==> config.mk <==
export PLATFORM = sky130hd
export DESIGN_NAME = mbb_master
export DESIGN_NICKNAME = d
export VERILOG_FILES = /design/src/common/mbb_pkg.sv /design/src/common/mbb_tick_if.sv /design/src/mbb_sync.sv /design/src/mbb_phase_div.sv /design/src/mbb_master.sv
export VERILOG_INCLUDE_DIRS = /design/src /design/src/common
export SDC_FILE = /design/constraint.sdc
export NUM_CORES = 1
export LEC_CHECK = 0
export BUFFER_PORTS_ARGS = -buffer_cell sky130_fd_sc_hd__buf_2
export CORE_MARGIN = 2
export CORE_UTILIZATION = 30
export CTS_CLUSTER_SIZE = 12
export DETAILED_ROUTE_END_ITERATION = 16
export PLACE_DENSITY = 0.49
export SLEW_MARGIN = 20
export SYNTH_ARGS = -nofsm -noshare
export SYNTH_HDL_FRONTEND = slang
export SYNTH_HIERARCHICAL = 1
export SYNTH_SLANG_ARGS = --single-unit
==> constraint.sdc <==
create_clock -name clk_in -period 1.4 [get_ports clk_in]
set_input_delay 0.07 -clock clk_in [delete_from_list [all_inputs] [get_ports clk_in]]
set_output_delay 0.07 -clock clk_in [all_outputs]
set_load 0.03 [all_outputs]
==> src/common/mbb_regs.svh <==
// constants for the backplane bus master: widths, strobe map, timing
// assumes one 10 MHz clock; bus lines are idle high through pull-ups
`ifndef MBB_REGS_SVH
`define MBB_REGS_SVH

`define MBB_ADDR_W        16
`define MBB_DATA_W        8
`define MBB_IO_ADDR_W     8
`define MBB_IRQ_W         8
`define MBB_NSTRB         5

// strobe bit positions in the request strobe vector
`define MBB_STRB_MEM_READ 0
`define MBB_STRB_MEM_WRITE 1
`define MBB_STRB_IO_READ  2
`define MBB_STRB_IO_WRITE 3
`define MBB_STRB_INT_ACK  4

// synchroniser field positions
`define MBB_SY_WAIT       0
`define MBB_SY_HOLD       1
`define MBB_SY_AREL       2
`define MBB_SY_DREL       3
`define MBB_SY_DATA       4
`define MBB_SY_IRQ        12
`define MBB_SY_STRB       20
`define MBB_SY_W          25
`define MBB_SY_IDLE       25'h1FFFFFF

// reset values
`define MBB_OC_LVL        1'b0
`define MBB_ADDR_RST      16'h0000
`define MBB_DATA_RST      8'h00
`define MBB_STRB_OE_RST   5'h00
`define MBB_IO_ADDR_HI    8'h00

// timing: one bus phase lasts at least this long
`define MBB_CLK_NS        100
`define MBB_PHASE_NS      200
`define MBB_PHASE_CYC     ((`MBB_PHASE_NS + `MBB_CLK_NS - 1) / `MBB_CLK_NS)
`define MBB_DIV_W         4

`endif

==> src/common/mbb_pkg.sv <==
// types shared by the backplane bus master and its helpers
// assumes mbb_regs.svh for all numeric constants
package mbb_pkg;

  // machine cycle kinds, one per request strobe
  typedef enum logic [2:0] {
    MBB_CYC_MEM_READ,
    MBB_CYC_MEM_WRITE,
    MBB_CYC_IO_READ,
    MBB_CYC_IO_WRITE,
    MBB_CYC_INT_ACK
  } mbb_cyc_e;

  typedef enum logic [2:0] {
    MBB_ST_IDLE,
    MBB_ST_ADDR,
    MBB_ST_STRB,
    MBB_ST_TAIL,
    MBB_ST_HOLD
  } mbb_state_e;

endpackage : mbb_pkg

==> src/common/mbb_tick_if.sv <==
// phase tick carried from the divider to the bus sequencer
// assumes both ends run on the same clock
`timescale 1ns/1ps
`default_nettype none

interface mbb_tick_if;
  logic tick;
  logic run;
  modport gen (output tick, input run);
  modport seq (input tick, output run);
endinterface : mbb_tick_if

`default_nettype wire

==> src/mbb_sync.sv <==
// two-flop synchroniser for a vector of bus pins
// assumes the pins are asynchronous to clk_in; reset value is the idle level
`timescale 1ns/1ps
`default_nettype none

module mbb_sync #(
  parameter int            W       = 1,
  parameter logic [W-1:0]  RST_VAL = '1
) (
  input  wire logic         clk_in,
  input  wire logic         rstn_in,
  input  wire logic [W-1:0] pins_in,
  output logic      [W-1:0] sync_out
);

  typedef struct packed {
    logic [W-1:0] s1;
    logic [W-1:0] s2;
  } mbb_sync_s;

  mbb_sync_s r;
  mbb_sync_s r_nxt;

  always_comb begin
    r_nxt    = r;
    r_nxt.s1 = pins_in;
    r_nxt.s2 = r.s1;
  end

  always_ff @(posedge clk_in or negedge rstn_in) begin
    if (!rstn_in) begin
      r <= {RST_VAL, RST_VAL};
    end else begin
      r <= r_nxt;
    end
  end

  assign sync_out = r.s2;

endmodule : mbb_sync

`default_nettype wire

==> src/mbb_phase_div.sv <==
// divider that paces the bus phases with a one-cycle tick
// assumes the sequencer holds run high while it needs phase ticks
`timescale 1ns/1ps
`default_nettype none
`include "mbb_regs.svh"

module mbb_phase_div (
  input  wire logic clk_in,
  input  wire logic rstn_in,
  mbb_tick_if.gen   tk
);

  typedef struct packed {
    logic [`MBB_DIV_W-1:0] cnt;
    logic                  tick;
  } mbb_div_s;

  localparam logic [`MBB_DIV_W-1:0] LAST = `MBB_DIV_W'(`MBB_PHASE_CYC - 1);

  mbb_div_s r;
  mbb_div_s r_nxt;

  always_comb begin
    r_nxt      = r;
    r_nxt.tick = 1'b0;
    if (!tk.run) begin
      // restart so the first phase after a request is a full one
      r_nxt.cnt = '0;
    end else if (r.cnt == LAST) begin
      r_nxt.cnt  = '0;
      r_nxt.tick = 1'b1;
    end else begin
      r_nxt.cnt = r.cnt + `MBB_DIV_W'(1);
    end
  end

  always_ff @(posedge clk_in or negedge rstn_in) begin
    if (!rstn_in) begin
      r <= '0;
    end else begin
      r <= r_nxt;
    end
  end

  assign tk.tick = r.tick;

endmodule : mbb_phase_div

`default_nettype wire

==> src/mbb_master.sv <==
// processor-side bus master: runs machine cycles on the backplane,
// answers hold requests and obeys the buffer release and wait lines
// assumes pull-ups on every open-collector line and pins outside clk_in
`timescale 1ns/1ps
`default_nettype none
`include "mbb_regs.svh"

// Functional notes
// RL1: master drives 16-bit tri-state address; floats it when not owner
// RL2: 8-bit two-way tri-state data bus between processor and memory or I/O
// RL3: I/O modules pull eight open-collector interrupt lines; never drive high
// RL4: low memory-read strobe marks fetch from full 16-bit address
// RL5: low memory-write strobe marks store of data bus at 16-bit address
// RL6: processor asserts I/O-read strobe; only low eight address lines select
// RL7: processor asserts I/O-write strobe; only low eight address lines select
// RL8: interrupt-acknowledge strobe fetches restart instruction from data bus
// RL9: exactly the strobe matching the current cycle type is asserted
// RL10: request strobes are low-active open-collector so DMA owners drive them
// RL11: strobes timed so modules use them directly as gates and clocks
// RL12: hold request answered by hold acknowledge once in hold state
// RL13: hold acknowledge is open-collector, low for the whole hold state
// RL14: data buffers released while data-bus-release input is low
// RL15: address buffers released while address-bus-release input is low
// RL16: hold and release signals only matter when DMA modules exist
// RL17: with a DMA arbiter fitted, it alone raises the hold request
// RL18: each DMA module requests on its own line of eight
// RL19: arbiter drives eight low grant lines; granted module runs one cycle
// RL20: low wait line stretches the current cycle while asserted
// RL21: memory and I/O modules decode only their own switch-set base
// RL22: arbiter freezes priority during hold, drops request after pending served
module mbb_master (
  input  wire logic                    clk_in,
  input  wire logic                    rstn_in,
  // processor side
  input  wire logic                    cyc_req_in,
  input  wire mbb_pkg::mbb_cyc_e       cyc_type_in,
  input  wire logic [`MBB_ADDR_W-1:0]  cyc_addr_in,
  input  wire logic [`MBB_DATA_W-1:0]  cyc_wdata_in,
  output logic                         cyc_busy_out,
  output logic                         cyc_done_out,
  output logic      [`MBB_DATA_W-1:0]  cyc_rdata_out,
  output logic                         cyc_waited_out,
  output logic                         hold_state_out,
  output logic      [`MBB_IRQ_W-1:0]   irq_pending_out,
  // backplane address and data
  output logic      [`MBB_ADDR_W-1:0]  addr_out,
  output logic                         addr_oe_out,
  input  wire logic [`MBB_DATA_W-1:0]  data_in,
  output logic      [`MBB_DATA_W-1:0]  data_out,
  output logic                         data_oe_out,
  // request strobes, bit map in mbb_regs.svh
  input  wire logic [`MBB_NSTRB-1:0]   req_strobes_n_in,
  output logic      [`MBB_NSTRB-1:0]   req_strobes_n_out,
  output logic      [`MBB_NSTRB-1:0]   req_strobes_oe_out,
  // dma handshake and control lines
  input  wire logic                    bus_hold_request_n_in,
  output logic                         bus_hold_grant_n_out,
  output logic                         bus_hold_grant_oe_out,
  input  wire logic                    addr_buffer_release_n_in,
  input  wire logic                    data_buffer_release_n_in,
  input  wire logic                    cycle_wait_n_in,
  input  wire logic [`MBB_IRQ_W-1:0]   irq_lines_n_in
);
  import mbb_pkg::*;

  typedef struct packed {
    mbb_state_e                 st;
    mbb_cyc_e                   kind;
    logic [`MBB_ADDR_W-1:0]     addr;
    logic [`MBB_DATA_W-1:0]     wdata;
    logic [`MBB_DATA_W-1:0]     rdata;
    logic                       busy;
    logic                       done;
    logic                       waited;
    logic                       own_addr;
    logic                       own_data;
    logic                       addr_oe;
    logic                       data_oe;
    logic [`MBB_NSTRB-1:0]      strb_oe;
    logic                       grant_oe;
    logic                       oc_lvl;
    logic [`MBB_IRQ_W-1:0]      irq_pend;
  } mbb_top_s;

  mbb_top_s r;
  mbb_top_s r_nxt;

  // synchronised pins
  logic [`MBB_SY_W-1:0]    sy;
  logic                    wait_on;
  logic                    hold_on;
  logic                    arel_on;
  logic                    drel_on;
  logic [`MBB_DATA_W-1:0]  bus_data;
  logic [`MBB_IRQ_W-1:0]   irq_n;
  logic [`MBB_NSTRB-1:0]   strb_n;
  logic                    tick;
  logic                    is_read;
  logic                    is_io;
  logic [`MBB_NSTRB-1:0]   strb_sel;

  mbb_tick_if tk ();

  mbb_sync #(
    .W       (`MBB_SY_W),
    .RST_VAL (`MBB_SY_IDLE)
  ) u_sync (
    .clk_in   (clk_in),
    .rstn_in  (rstn_in),
    .pins_in  ({req_strobes_n_in, irq_lines_n_in, data_in,
                data_buffer_release_n_in, addr_buffer_release_n_in,
                bus_hold_request_n_in, cycle_wait_n_in}),
    .sync_out (sy)
  );

  mbb_phase_div u_div (
    .clk_in  (clk_in),
    .rstn_in (rstn_in),
    .tk      (tk)
  );

  assign wait_on  = ~sy[`MBB_SY_WAIT];
  assign hold_on  = ~sy[`MBB_SY_HOLD];
  assign arel_on  = ~sy[`MBB_SY_AREL];
  assign drel_on  = ~sy[`MBB_SY_DREL];
  assign bus_data = sy[`MBB_SY_DATA +: `MBB_DATA_W];
  assign irq_n    = sy[`MBB_SY_IRQ +: `MBB_IRQ_W];
  assign strb_n   = sy[`MBB_SY_STRB +: `MBB_NSTRB];
  assign tick     = tk.tick;

  // divider runs only while there is something to pace
  assign tk.run = r.busy | cyc_req_in | hold_on | (r.st == MBB_ST_HOLD);

  // cycle kind decode for the latched cycle
  always_comb begin
    is_read  = 1'b0;
    is_io    = 1'b0;
    strb_sel = '0;
    case (r.kind)
      MBB_CYC_MEM_READ: begin
        is_read                       = 1'b1;
        strb_sel[`MBB_STRB_MEM_READ]  = 1'b1; // see RL4
      end
      MBB_CYC_MEM_WRITE: begin
        strb_sel[`MBB_STRB_MEM_WRITE] = 1'b1; // see RL5
      end
      MBB_CYC_IO_READ: begin
        is_read                       = 1'b1;
        is_io                         = 1'b1;
        strb_sel[`MBB_STRB_IO_READ]   = 1'b1; // see RL6
      end
      MBB_CYC_IO_WRITE: begin
        is_io                         = 1'b1;
        strb_sel[`MBB_STRB_IO_WRITE]  = 1'b1; // see RL7
      end
      MBB_CYC_INT_ACK: begin
        is_read                       = 1'b1;
        strb_sel[`MBB_STRB_INT_ACK]   = 1'b1; // see RL8
      end
      default: begin
        strb_sel = '0;
      end
    endcase
  end

  always_comb begin
    r_nxt          = r;
    r_nxt.done     = 1'b0;
    r_nxt.oc_lvl   = `MBB_OC_LVL;
    r_nxt.irq_pend = ~irq_n; // see RL3
    case (r.st)
      MBB_ST_IDLE: begin
        // hold wins over a new cycle; a cycle in flight always finishes
        if (tick && hold_on) begin
          r_nxt.st       = MBB_ST_HOLD;
          r_nxt.grant_oe = 1'b1; // see RL12
        end else if (tick && cyc_req_in && (&strb_n)) begin // see RL10 RL19
          r_nxt.st       = MBB_ST_ADDR;
          r_nxt.kind     = cyc_type_in;
          r_nxt.wdata    = cyc_wdata_in;
          r_nxt.busy     = 1'b1;
          r_nxt.waited   = 1'b0;
          r_nxt.own_addr = 1'b1; // see RL1
          r_nxt.own_data = (cyc_type_in == MBB_CYC_MEM_WRITE) ||
                           (cyc_type_in == MBB_CYC_IO_WRITE); // see RL2
          if ((cyc_type_in == MBB_CYC_IO_READ) ||
              (cyc_type_in == MBB_CYC_IO_WRITE)) begin
            // upper lines held quiet; units decode the low byte only
            r_nxt.addr = {`MBB_IO_ADDR_HI,
                          cyc_addr_in[`MBB_IO_ADDR_W-1:0]}; // see RL6 RL7
          end else begin
            r_nxt.addr = cyc_addr_in; // see RL4 RL5
          end
        end
      end
      MBB_ST_ADDR: begin
        // address and write data settle a whole phase before the strobe
        if (tick) begin
          r_nxt.st      = MBB_ST_STRB;
          r_nxt.strb_oe = strb_sel; // see RL9 RL10 RL11
        end
      end
      MBB_ST_STRB: begin
        if (tick && wait_on) begin
          r_nxt.waited = 1'b1; // see RL20
        end else if (tick) begin
          r_nxt.st      = MBB_ST_TAIL;
          r_nxt.strb_oe = '0; // see RL11
        end
      end
      MBB_ST_TAIL: begin
        // data pins lag two flops, so take them in step with the synchronised
        // strobes: only copies made while the strobe was still low count
        if (is_read && !(&strb_n)) begin
          r_nxt.rdata = bus_data; // see RL4 RL6 RL8
        end
        // address and data stay one phase after the strobe edge
        if (tick) begin
          r_nxt.st       = MBB_ST_IDLE;
          r_nxt.own_addr = 1'b0; // see RL1
          r_nxt.own_data = 1'b0;
          r_nxt.busy     = 1'b0;
          r_nxt.done     = 1'b1;
        end
      end
      MBB_ST_HOLD: begin
        // grant stays low for the whole hold state
        if (tick && !hold_on) begin
          r_nxt.st       = MBB_ST_IDLE;
          r_nxt.grant_oe = 1'b0; // see RL13
        end
      end
      default: begin
        r_nxt.st       = MBB_ST_IDLE;
        r_nxt.strb_oe  = '0;
        r_nxt.own_addr = 1'b0;
        r_nxt.own_data = 1'b0;
        r_nxt.grant_oe = 1'b0;
        r_nxt.busy     = 1'b0;
      end
    endcase
    // release inputs only gate the buffers; sequencing is untouched
    r_nxt.addr_oe = r_nxt.own_addr & ~arel_on; // see RL15 RL16
    r_nxt.data_oe = r_nxt.own_data & ~drel_on; // see RL14 RL16
    // a read never drives data; is_read is stale in idle, so it is only used outside idle
    if (is_read && (r.st != MBB_ST_IDLE)) begin
      r_nxt.data_oe = 1'b0;
    end
  end

  always_ff @(posedge clk_in or negedge rstn_in) begin
    if (!rstn_in) begin
      r.st       <= MBB_ST_IDLE;
      r.kind     <= MBB_CYC_MEM_READ;
      r.addr     <= `MBB_ADDR_RST;
      r.wdata    <= `MBB_DATA_RST;
      r.rdata    <= `MBB_DATA_RST;
      r.busy     <= 1'b0;
      r.done     <= 1'b0;
      r.waited   <= 1'b0;
      r.own_addr <= 1'b0;
      r.own_data <= 1'b0;
      r.addr_oe  <= 1'b0;
      r.data_oe  <= 1'b0;
      r.strb_oe  <= `MBB_STRB_OE_RST;
      r.grant_oe <= 1'b0;
      r.oc_lvl   <= `MBB_OC_LVL;
      r.irq_pend <= '0;
    end else begin
      r <= r_nxt;
    end
  end

  assign cyc_busy_out          = r.busy;
  assign cyc_done_out          = r.done;
  assign cyc_rdata_out         = r.rdata;
  assign cyc_waited_out        = r.waited;
  assign hold_state_out        = r.grant_oe;
  assign irq_pending_out       = r.irq_pend;
  assign addr_out              = r.addr;
  assign addr_oe_out           = r.addr_oe;
  assign data_out              = r.wdata;
  assign data_oe_out           = r.data_oe;
  assign req_strobes_n_out     = {`MBB_NSTRB{r.oc_lvl}};
  assign req_strobes_oe_out    = r.strb_oe;
  assign bus_hold_grant_n_out  = r.oc_lvl;
  assign bus_hold_grant_oe_out = r.grant_oe;

  // is_io kept for decode clarity of the address mux above
  logic unused_io;
  assign unused_io = is_io;

endmodule : mbb_master

`default_nettype wire

== Word-level counts from Yosys, hierarchy flattened ==
Index checks and enable logic that the tools add are counted.

* Add/sub/neg operators: 1
* Eq/ne operators: 22
* Muxes and demuxes: 38
* Bitwise operators: 12
* Reduce and logical (&&, ||, !) cells: 26

{| class="wikitable"
|+ Operators by type and width
! kind !! count
|-
| $mux 30 || 1
|-
| $mux 3 || 8
|-
| $eq 3x2->1 const B || 6
|-
| $mux 16 || 1
|-
| $mux 1 || 15
|-
| $mux 5 || 3
|-
| $pmux 3 s5 || 1
|-
| $pmux 5 s3 || 1
|-
| $reduce_and 4->1 || 3
|-
| $reduce_or 3->1 || 4
|-
| $ne 2x2->1 const B || 5
|-
| $eq 3x1->1 const B || 3
|-
| $mux 4 || 2
|-
| $ne 2x1->1 const B || 4
|-
| $not 8->8 || 1
|-
| $logic_and 1x1->1 || 7
|-
| $eq 3x3->1 const B || 2
|-
| $logic_not 3->1 || 2
|-
| $not 1->1 || 6
|-
| $pmux 1 s3 || 2
|-
| $pmux 2 s3 || 1
|-
| $reduce_and 3->1 || 2
|-
| $reduce_and 6->1 || 1
|-
| $reduce_and 5->1 || 1
|-
| other kinds (12) || 17
|}

* Bits in registers: 114
* Output and inout bits: 58
* Word-level logic and storage cells: 118

== Longest topological paths before layout ==
Gate-level depths: netlist of run 1.

* Word-level depth: 7
* Gate-level depth with buffers: 7

== Hierarchy ==
Netlist of run 1, hierarchy kept.

{| class="wikitable"
|+ By module, submodules not included
! module !! times used !! cells an instance !! area each (sq um) !! sequential area each (sq um)
|-
| mbb_master || 1 || 242 || 2,835.2 || 1,476.4
|-
| mbb_sync || 1 || 75 || 1,501.4 || 1,313.8
|-
| mbb_phase_div || 1 || 19 || 234.0 || 125.1
|}

== Least setup slack after synthesis of run 1 ==
OpenSTA, ideal clock, no wires.

* Path kind: register -> register
* From: register u_sync.r, in the netlist u_sync/sync_out[23]
* To: register r[55] (netlist name)
* Library setup time: 125 ps
* Arrival time: 1,421 ps
* Required time: 1,275 ps
* Setup slack: -146 ps
* Stages on the path, launching flop included: 6
* Clock period less this slack: 1,546 ps
* Path through: dfstp_2 -> buf_4 -> and4_1 -> nand4_2 -> buf_2 -> mux2_4

* Cells in the longest elaborated chain, start to end: 3

{| class="wikitable"
|+ Ends and longest elaborated chain
! element !! line !! text
|-
| from (decl) || mbb_sync.sv:21 || <nowiki>mbb_sync_s r;</nowiki>
|-
| from (signal assigned) || mbb_sync.sv:32 || <nowiki>r <= {RST_VAL, RST_VAL};</nowiki>
|-
| from (signal assigned) || mbb_sync.sv:34 || <nowiki>r <= r_nxt;</nowiki>
|-
| $reduce_and 5->1 || mbb_master.sv:177 || <nowiki>end else if (tick && cyc_req_in && (&strb_n)) begin</nowiki>
|-
| $logic_and 1x1->1 || mbb_master.sv:177 ||
|-
| $reduce_and 3->1 (no line) || n/a ||
|-
| to (signal assigned) || mbb_master.sv:270 || <nowiki>r <= r_nxt;</nowiki>
|-
| to (decl) || mbb_master.sv:85 || <nowiki>mbb_top_s r;</nowiki>
|}

No other way between the ends.
A chain may end at the register's enable or synchronous reset.

== Worst setup path after layout of run 1 ==
* From: register r[58] (netlist name)
* To: register r, in the netlist addr_out[1]

* Cells in the longest elaborated chain, start to end: 2

{| class="wikitable"
|+ Ends and longest elaborated chain
! element !! line !! text
|-
| $logic_not 3->1 || mbb_master.sv:171 || <nowiki>case (r.st)</nowiki>
|-
| $reduce_and 3->1 (no line) || n/a ||
|}

No other way between the ends.

==> impl_metrics.json, run 1 <==
{
  "groute.usage.overall_pct": 10.9,
  "grt_pass1_vias": 2675,
  "p_int_uw": 7360,
  "grt_max_degree": 55,
  "clk_pin_slew_ns": 0.06,
  "portBuffers": 106,
  "leakage_uw": 0.00304,
  "synthArstFlopShare_pct": 100,
  "drt-initial-drc-count": 77,
  "clock_sinks": 114,
  "finalNetCount": 518,
  "crit_slowest_cell": "dfrtp_2",
  "max_freq_mhz": 642,
  "syn2layout_area_growth_pct": 37.7,
  "cts_root_buf": "clkbuf_16",
  "cts_buffers": 17,
  "tritoncts": "done",
  "violations": "negative setup slack",
  "fin_setup_tns_ns": -5.04,
  "pwr-share-comb_pct": 18.7,
  "die_w_um": 127,
  "cp_top_family": "simple AND/OR/NAND/NOR gates",
  "yosysSeqAreaShare_pct": 63.8,
  "p_total_uw": 10100,
  "yosys_most_used_dff": "dfrtp_1",
  "grt_overflow": 0,
  "detail_route.wl_per_cell_um": 12.8,
  "crit_type": "reg2reg",
  "start_util_pct": 30.4,
  "drv_cap": 0,
  "ys_ff_latch": 114,
  "critPathMaxStageDelay_ns": 0.45,
  "antenna_left": 0,
  "reg2reg_from": "r[58]",
  "synth-edff-count": 0,
  "fin_hold_ws_ns": 0.0934,
  "final_common_cell": "buf_2",
  "core_um2": 15000,
  "first_pass_iters": 4,
  "place_hpwl_mm": 5.22,
  "via_per_inst": 4.03,
  "antenna_cells": 0,
  "slew_viol_final": 0,
  "arrival_ns": 1.84,
  "peakVddDrop_uv": 826,
  "startpoint": "r[58]",
  "cp.required_ns": 1.68,
  "avgSynthCellArea_um2": 13.6,
  "clk_path_buf_depth": 2,
  "post-route-period-util_pct": 111,
  "fp.dieH_um": 127,
  "final_cell_mix": "buf_2 (105), dfrtp_1 (61), dlygate4sd3_1 (53)",
  "swShare_pct": 27.1,
  "power_frac_seq_pct": 39.7,
  "drive_gt1_share_pct": 57.0,
  "fin_ws_ns": -0.158,
  "dp_cells": 571,
  "rows": 45,
  "syn_area_um2": 4570,
  "place_ws_ns": -0.188,
  "start_kind": "register",
  "rsz0062_at_grt": "true",
  "setup_viol": 39,
  "end_kind": "register",
  "final_cells": 662,
  "power.density_nw_per_um2": 1600,
  "yosys_warnings": 6,
  "clkPwrFrac_pct": 41.6,
  "cp_max_fo": 28,
  "drt-total-wl_mm": 8.45,
  "antenna_found_initial": 0,
  "htreeDepth": 4,
  "synthCells": 336,
  "skew_ns": 0.00769,
  "finalHoldViolCount": 0,
  "ios": 113,
  "switchingPower_uw": 2730,
  "path_buf_inv": 1,
  "ys_types": 45,
  "drc": 0,
  "vias": 2671,
  "dieArea_um2": 16200,
  "worstHoldPathType": "in2async",
  "clk_latency_ns": 0.40,
  "grt_pass1_wl_mm": 13.5,
  "fin_crit_ns": 1.56,
  "path_cells": "nor4b_4 > nand4_4 > buf_12 > mux2_4",
  "status": "finished, violations left",
  "gp_congestion": 0.714
}
## layer usage
metal	GRT usage (%)	share of wire, %	vias up
li1	-	-	1271
met1	13.5	45	1316
met2	16.4	48	69
met3	4.44	5.2	15
met4	5.37	2.3	0
met5	0	0	-
## cell type report
class	instances	area [um^2]
sequential	114	2920
tap	188	235
timing repair buffer	186	1350
clock inverter	9	106
inverter	13	48.8
clock buffer	23	478
fill	1391	8740
multi-input combinational	129	1160
## through the flow
stage	area, um^2	util [%]
after global placement	4960	33.0
after CTS	6150	40.9
after global routing	6290	41.9
after floorplan	4640	-
after detailed placement	4960	33.0
final	6290	41.9
## flip-flops by register name, indices dropped and copies added, names as in the netlist
register / flops
cyc_busy_out: 1
r: 8
u_div/r: 4
addr_oe_out: 1
cyc_rdata_out: 8
u_div/tk.tick: 1
bus_hold_grant_oe_out: 1
irq_pending_out: 8
req_strobes_oe_out: 5
cyc_done_out: 1
addr_out: 16
u_sync/sync_out: 25
u_sync/r: 25
data_out: 8
cyc_waited_out: 1
data_oe_out: 1
## repair_timing
| item | 4_1_cts | 5_1_grt |
|---|---|---|
| cloned | 0 | 1 |
| endpoints found under the setup margin | 47 | 53 |
| resized for setup | 18 | 22 |
| endpoints found under the hold margin | 116 | 0 |
| setup buffers | 1 | 4 |
| hold buffers | 53 | 0 |
| pin swaps | 2 | 6 |
## worst register-to-register path: cells and delay by family (launching register included)
kind | cells | cell delay [ns]
simple gates | 2 | 0.47
flops | 1 | 0.45
mux | 1 | 0.33
buf+inv | 1 | 0.20
## cells in the mapped netlist, drive strengths merged, types with 2 or more instances
cell type	n	share of area (%)
dfstp	50	29
nand2	29	2.4
inv	13	1.1
o21ai	13	1.4
dfrtp	64	35
nand2b	5	0.85
and2	3	0.41
buf	86	14
nor2	7	0.57
mux2	27	8.2
nor2b	2	0.27
o31ai	2	0.33
nor3	2	0.22
a21boi	2	0.33
a31oi	2	0.27
nand4	2	0.41
ha	2	0.55
o21a	3	0.49
nand3	2	0.33
a21oi	4	0.52
## cells by family after synthesis
family,synth area share [%]
buffers and inverters,15.1
other,0.0820
AND/OR/NAND/NOR,6.76
flip-flops,63.8
adder cells (fa/ha/maj),0.547
AO/OA/AOI/OAI,4.87
XOR/XNOR,0.383
multiplexers,8.43
## worst paths after layout
path	end	slack, ns	cells past startpoint
setup / recovery	addr_out[1]	-0.16	4
hold / removal	req_strobes_oe_out[1]	0.09	2
min in group clk_in	u_div/r[4]	0.12	3
setup reg to reg	addr_out[1]	-0.16	4
max in group asynchronous	u_sync/sync_out[9]	0.67	3
hold reg to reg	u_sync/sync_out[17]	0.35	0
## power groups by stage
stage | sequential (uW) | combinational [uW] | clock [uW]
floorplan | 4070 | 1280 | 0
CTS | 4000 | 1770 | 4330
global route | 4060 | 2050 | 4480
global placement | 4020 | 1540 | 0
finish | 4000 | 1890 | 4190
detailed placement | 4030 | 1570 | 0
(Power assumes the default switching activity.)
==> run 2, diff against run 1 <==
- SETUP_SLACK_MARGIN: default -> 0.4
==> impl_metrics.json, run 2 (synthesis results as in run 1) <==
{
  "syn2layout_area_growth_pct": 52.2,
  "end_kind": "register",
  "max_freq_mhz": 629,
  "cp.required_ns": 1.68,
  "rsz0062_at_grt": "true",
  "antenna_cells": 0,
  "gp_congestion": 0.738,
  "tritoncts": "done",
  "grt_pass1_vias": 2919,
  "drive_gt1_share_pct": 61.4,
  "dieArea_um2": 16200,
  "finalNetCount": 547,
  "rows": 45,
  "switchingPower_uw": 2940,
  "start_kind": "register",
  "drt-total-wl_mm": 9.08,
  "status": "finished, violations left",
  "pwr-share-comb_pct": 22.0,
  "die_w_um": 127,
  "cp_max_fo": 20,
  "first_pass_iters": 4,
  "p_int_uw": 7670,
  "place_hpwl_mm": 5.18,
  "arrival_ns": 1.87,
  "clk_pin_slew_ns": 0.05,
  "fin_hold_ws_ns": 0.104,
  "clkPwrFrac_pct": 39.9,
  "drt-initial-drc-count": 105,
  "clk_latency_ns": 0.40,
  "clock_sinks": 114,
  "fin_ws_ns": -0.190,
  "crit_type": "reg2reg",
  "violations": "negative setup slack",
  "path_cells": "nor4b_4 > nand4_4 > buf_12 > mux2_4",
  "finalHoldViolCount": 0,
  "cts_root_buf": "clkbuf_16",
  "ios": 113,
  "grt_pass1_wl_mm": 14.5,
  "detail_route.wl_per_cell_um": 13.1,
  "slew_viol_final": 0,
  "drv_cap": 0,
  "core_um2": 15000,
  "portBuffers": 106,
  "post-route-period-util_pct": 114,
  "final_cell_mix": "dfrtp_1 (61), buf_6 (61), dlygate4sd3_1 (53), buf_2 (53), dfstp_2 (50)",
  "power_frac_seq_pct": 38.1,
  "p_total_uw": 10600,
  "setup_viol": 42,
  "critPathMaxStageDelay_ns": 0.41,
  "worstHoldPathType": "in2async",
  "antenna_found_initial": 0,
  "leakage_uw": 0.00329,
  "skew_ns": 0.00672,
  "cts_buffers": 17,
  "power.density_nw_per_um2": 1530,
  "vias": 2777,
  "fin_crit_ns": 1.59,
  "clk_path_buf_depth": 2,
  "via_per_inst": 4.02,
  "start_util_pct": 30.4,
  "crit_slowest_cell": "dfrtp_1",
  "htreeDepth": 4,
  "groute.usage.overall_pct": 11.8,
  "grt_max_degree": 50,
  "grt_overflow": 0,
  "swShare_pct": 27.7,
  "fp.dieH_um": 127,
  "peakVddDrop_uv": 763,
  "antenna_left": 0,
  "drc": 0
}
==> run 2: worst max-delay path, delay by kind of cell (launching register included) <==
| family | cells | cell delay (ns) |
|---|---|---|
| AND/OR/NAND/NOR | 2 | 0.52 |
| flip-flops | 1 | 0.41 |
| multiplexers | 1 | 0.31 |
| buffers and inverters | 1 | 0.22 |
==> run 2: timing repair <==
item,4_1_cts,5_1_grt
endpoints found under the setup margin,108,108
cloned,1,2
hold buffers,53,0
gates resized for setup,125,31
buffers inserted,17,19
endpoints found under the hold margin,129,0
pin swaps,7,10
==> run 2: layout make-up <==
class	count	area, um^2
Fill cell	1353	8080
Sequential cell	114	2920
Timing Repair Buffer	215	1940
Multi-Input combinational cell	129	1210
Clock buffer	18	439
Tap cell	188	235
Clock inverter	14	158
Inverter	13	48.8
==> run 2: routing by layer <==
layer  wire length, um  part of all wire (%)  vias up  track usage (%)
met5                 0                     0        -                0
met4               179                   2.0        0             7.05
met3               370                   4.1       14             3.94
met2              4780                    53       66             18.4
met1              3750                    41     1369             14.1
li1                  -                     -     1328                -
==> run 2: stage by stage <==
step | std cells | area [um^2] | TNS [ns] | setup WS [ns] | util [%]
after global routing | 691 | 6960 | -8.58 | -0.240 | 46.3
final | 691 | 6960 | -5.82 | -0.190 | 46.3
after detailed placement | 567 | 4980 | -5.99 | -0.210 | 33.1
after CTS | 670 | 6670 | -5.07 | -0.196 | 44.3
after global placement | 567 | 4980 | -4.78 | -0.182 | 33.1
after floorplan | 341 | 4710 | -3.53 | -0.119 | -
==> run 2: final timing paths <==
| check | startpoint | to | slack (ns) | depth (start not counted) |
|---|---|---|---|---|
| setup / recovery | r[57] | addr_out[6] | -0.19 | 4 |
| hold / removal | rstn_in | irq_pending_out[3] | 0.10 | 2 |
| setup reg to reg | r[57] | addr_out[6] | -0.19 | 4 |
| hold reg to reg | u_sync/r[35] | u_sync/sync_out[10] | 0.35 | 0 |
| max in group asynchronous | rstn_in | u_sync/sync_out[0] | 0.68 | 3 |
| min in group clk_in | cyc_req_in | u_div/r[4] | 0.13 | 3 |
==> run 2: power by group through the flow <==
stage | Clock [uW] | Combinational [uW] | Sequential [uW]
after floorplan | 0 | 1320 | 4070
after global placement | 0 | 1600 | 4020
after detailed placement | 0 | 1630 | 4030
after CTS | 4360 | 2240 | 4040
after global routing | 4530 | 2500 | 4110
final | 4240 | 2330 | 4040
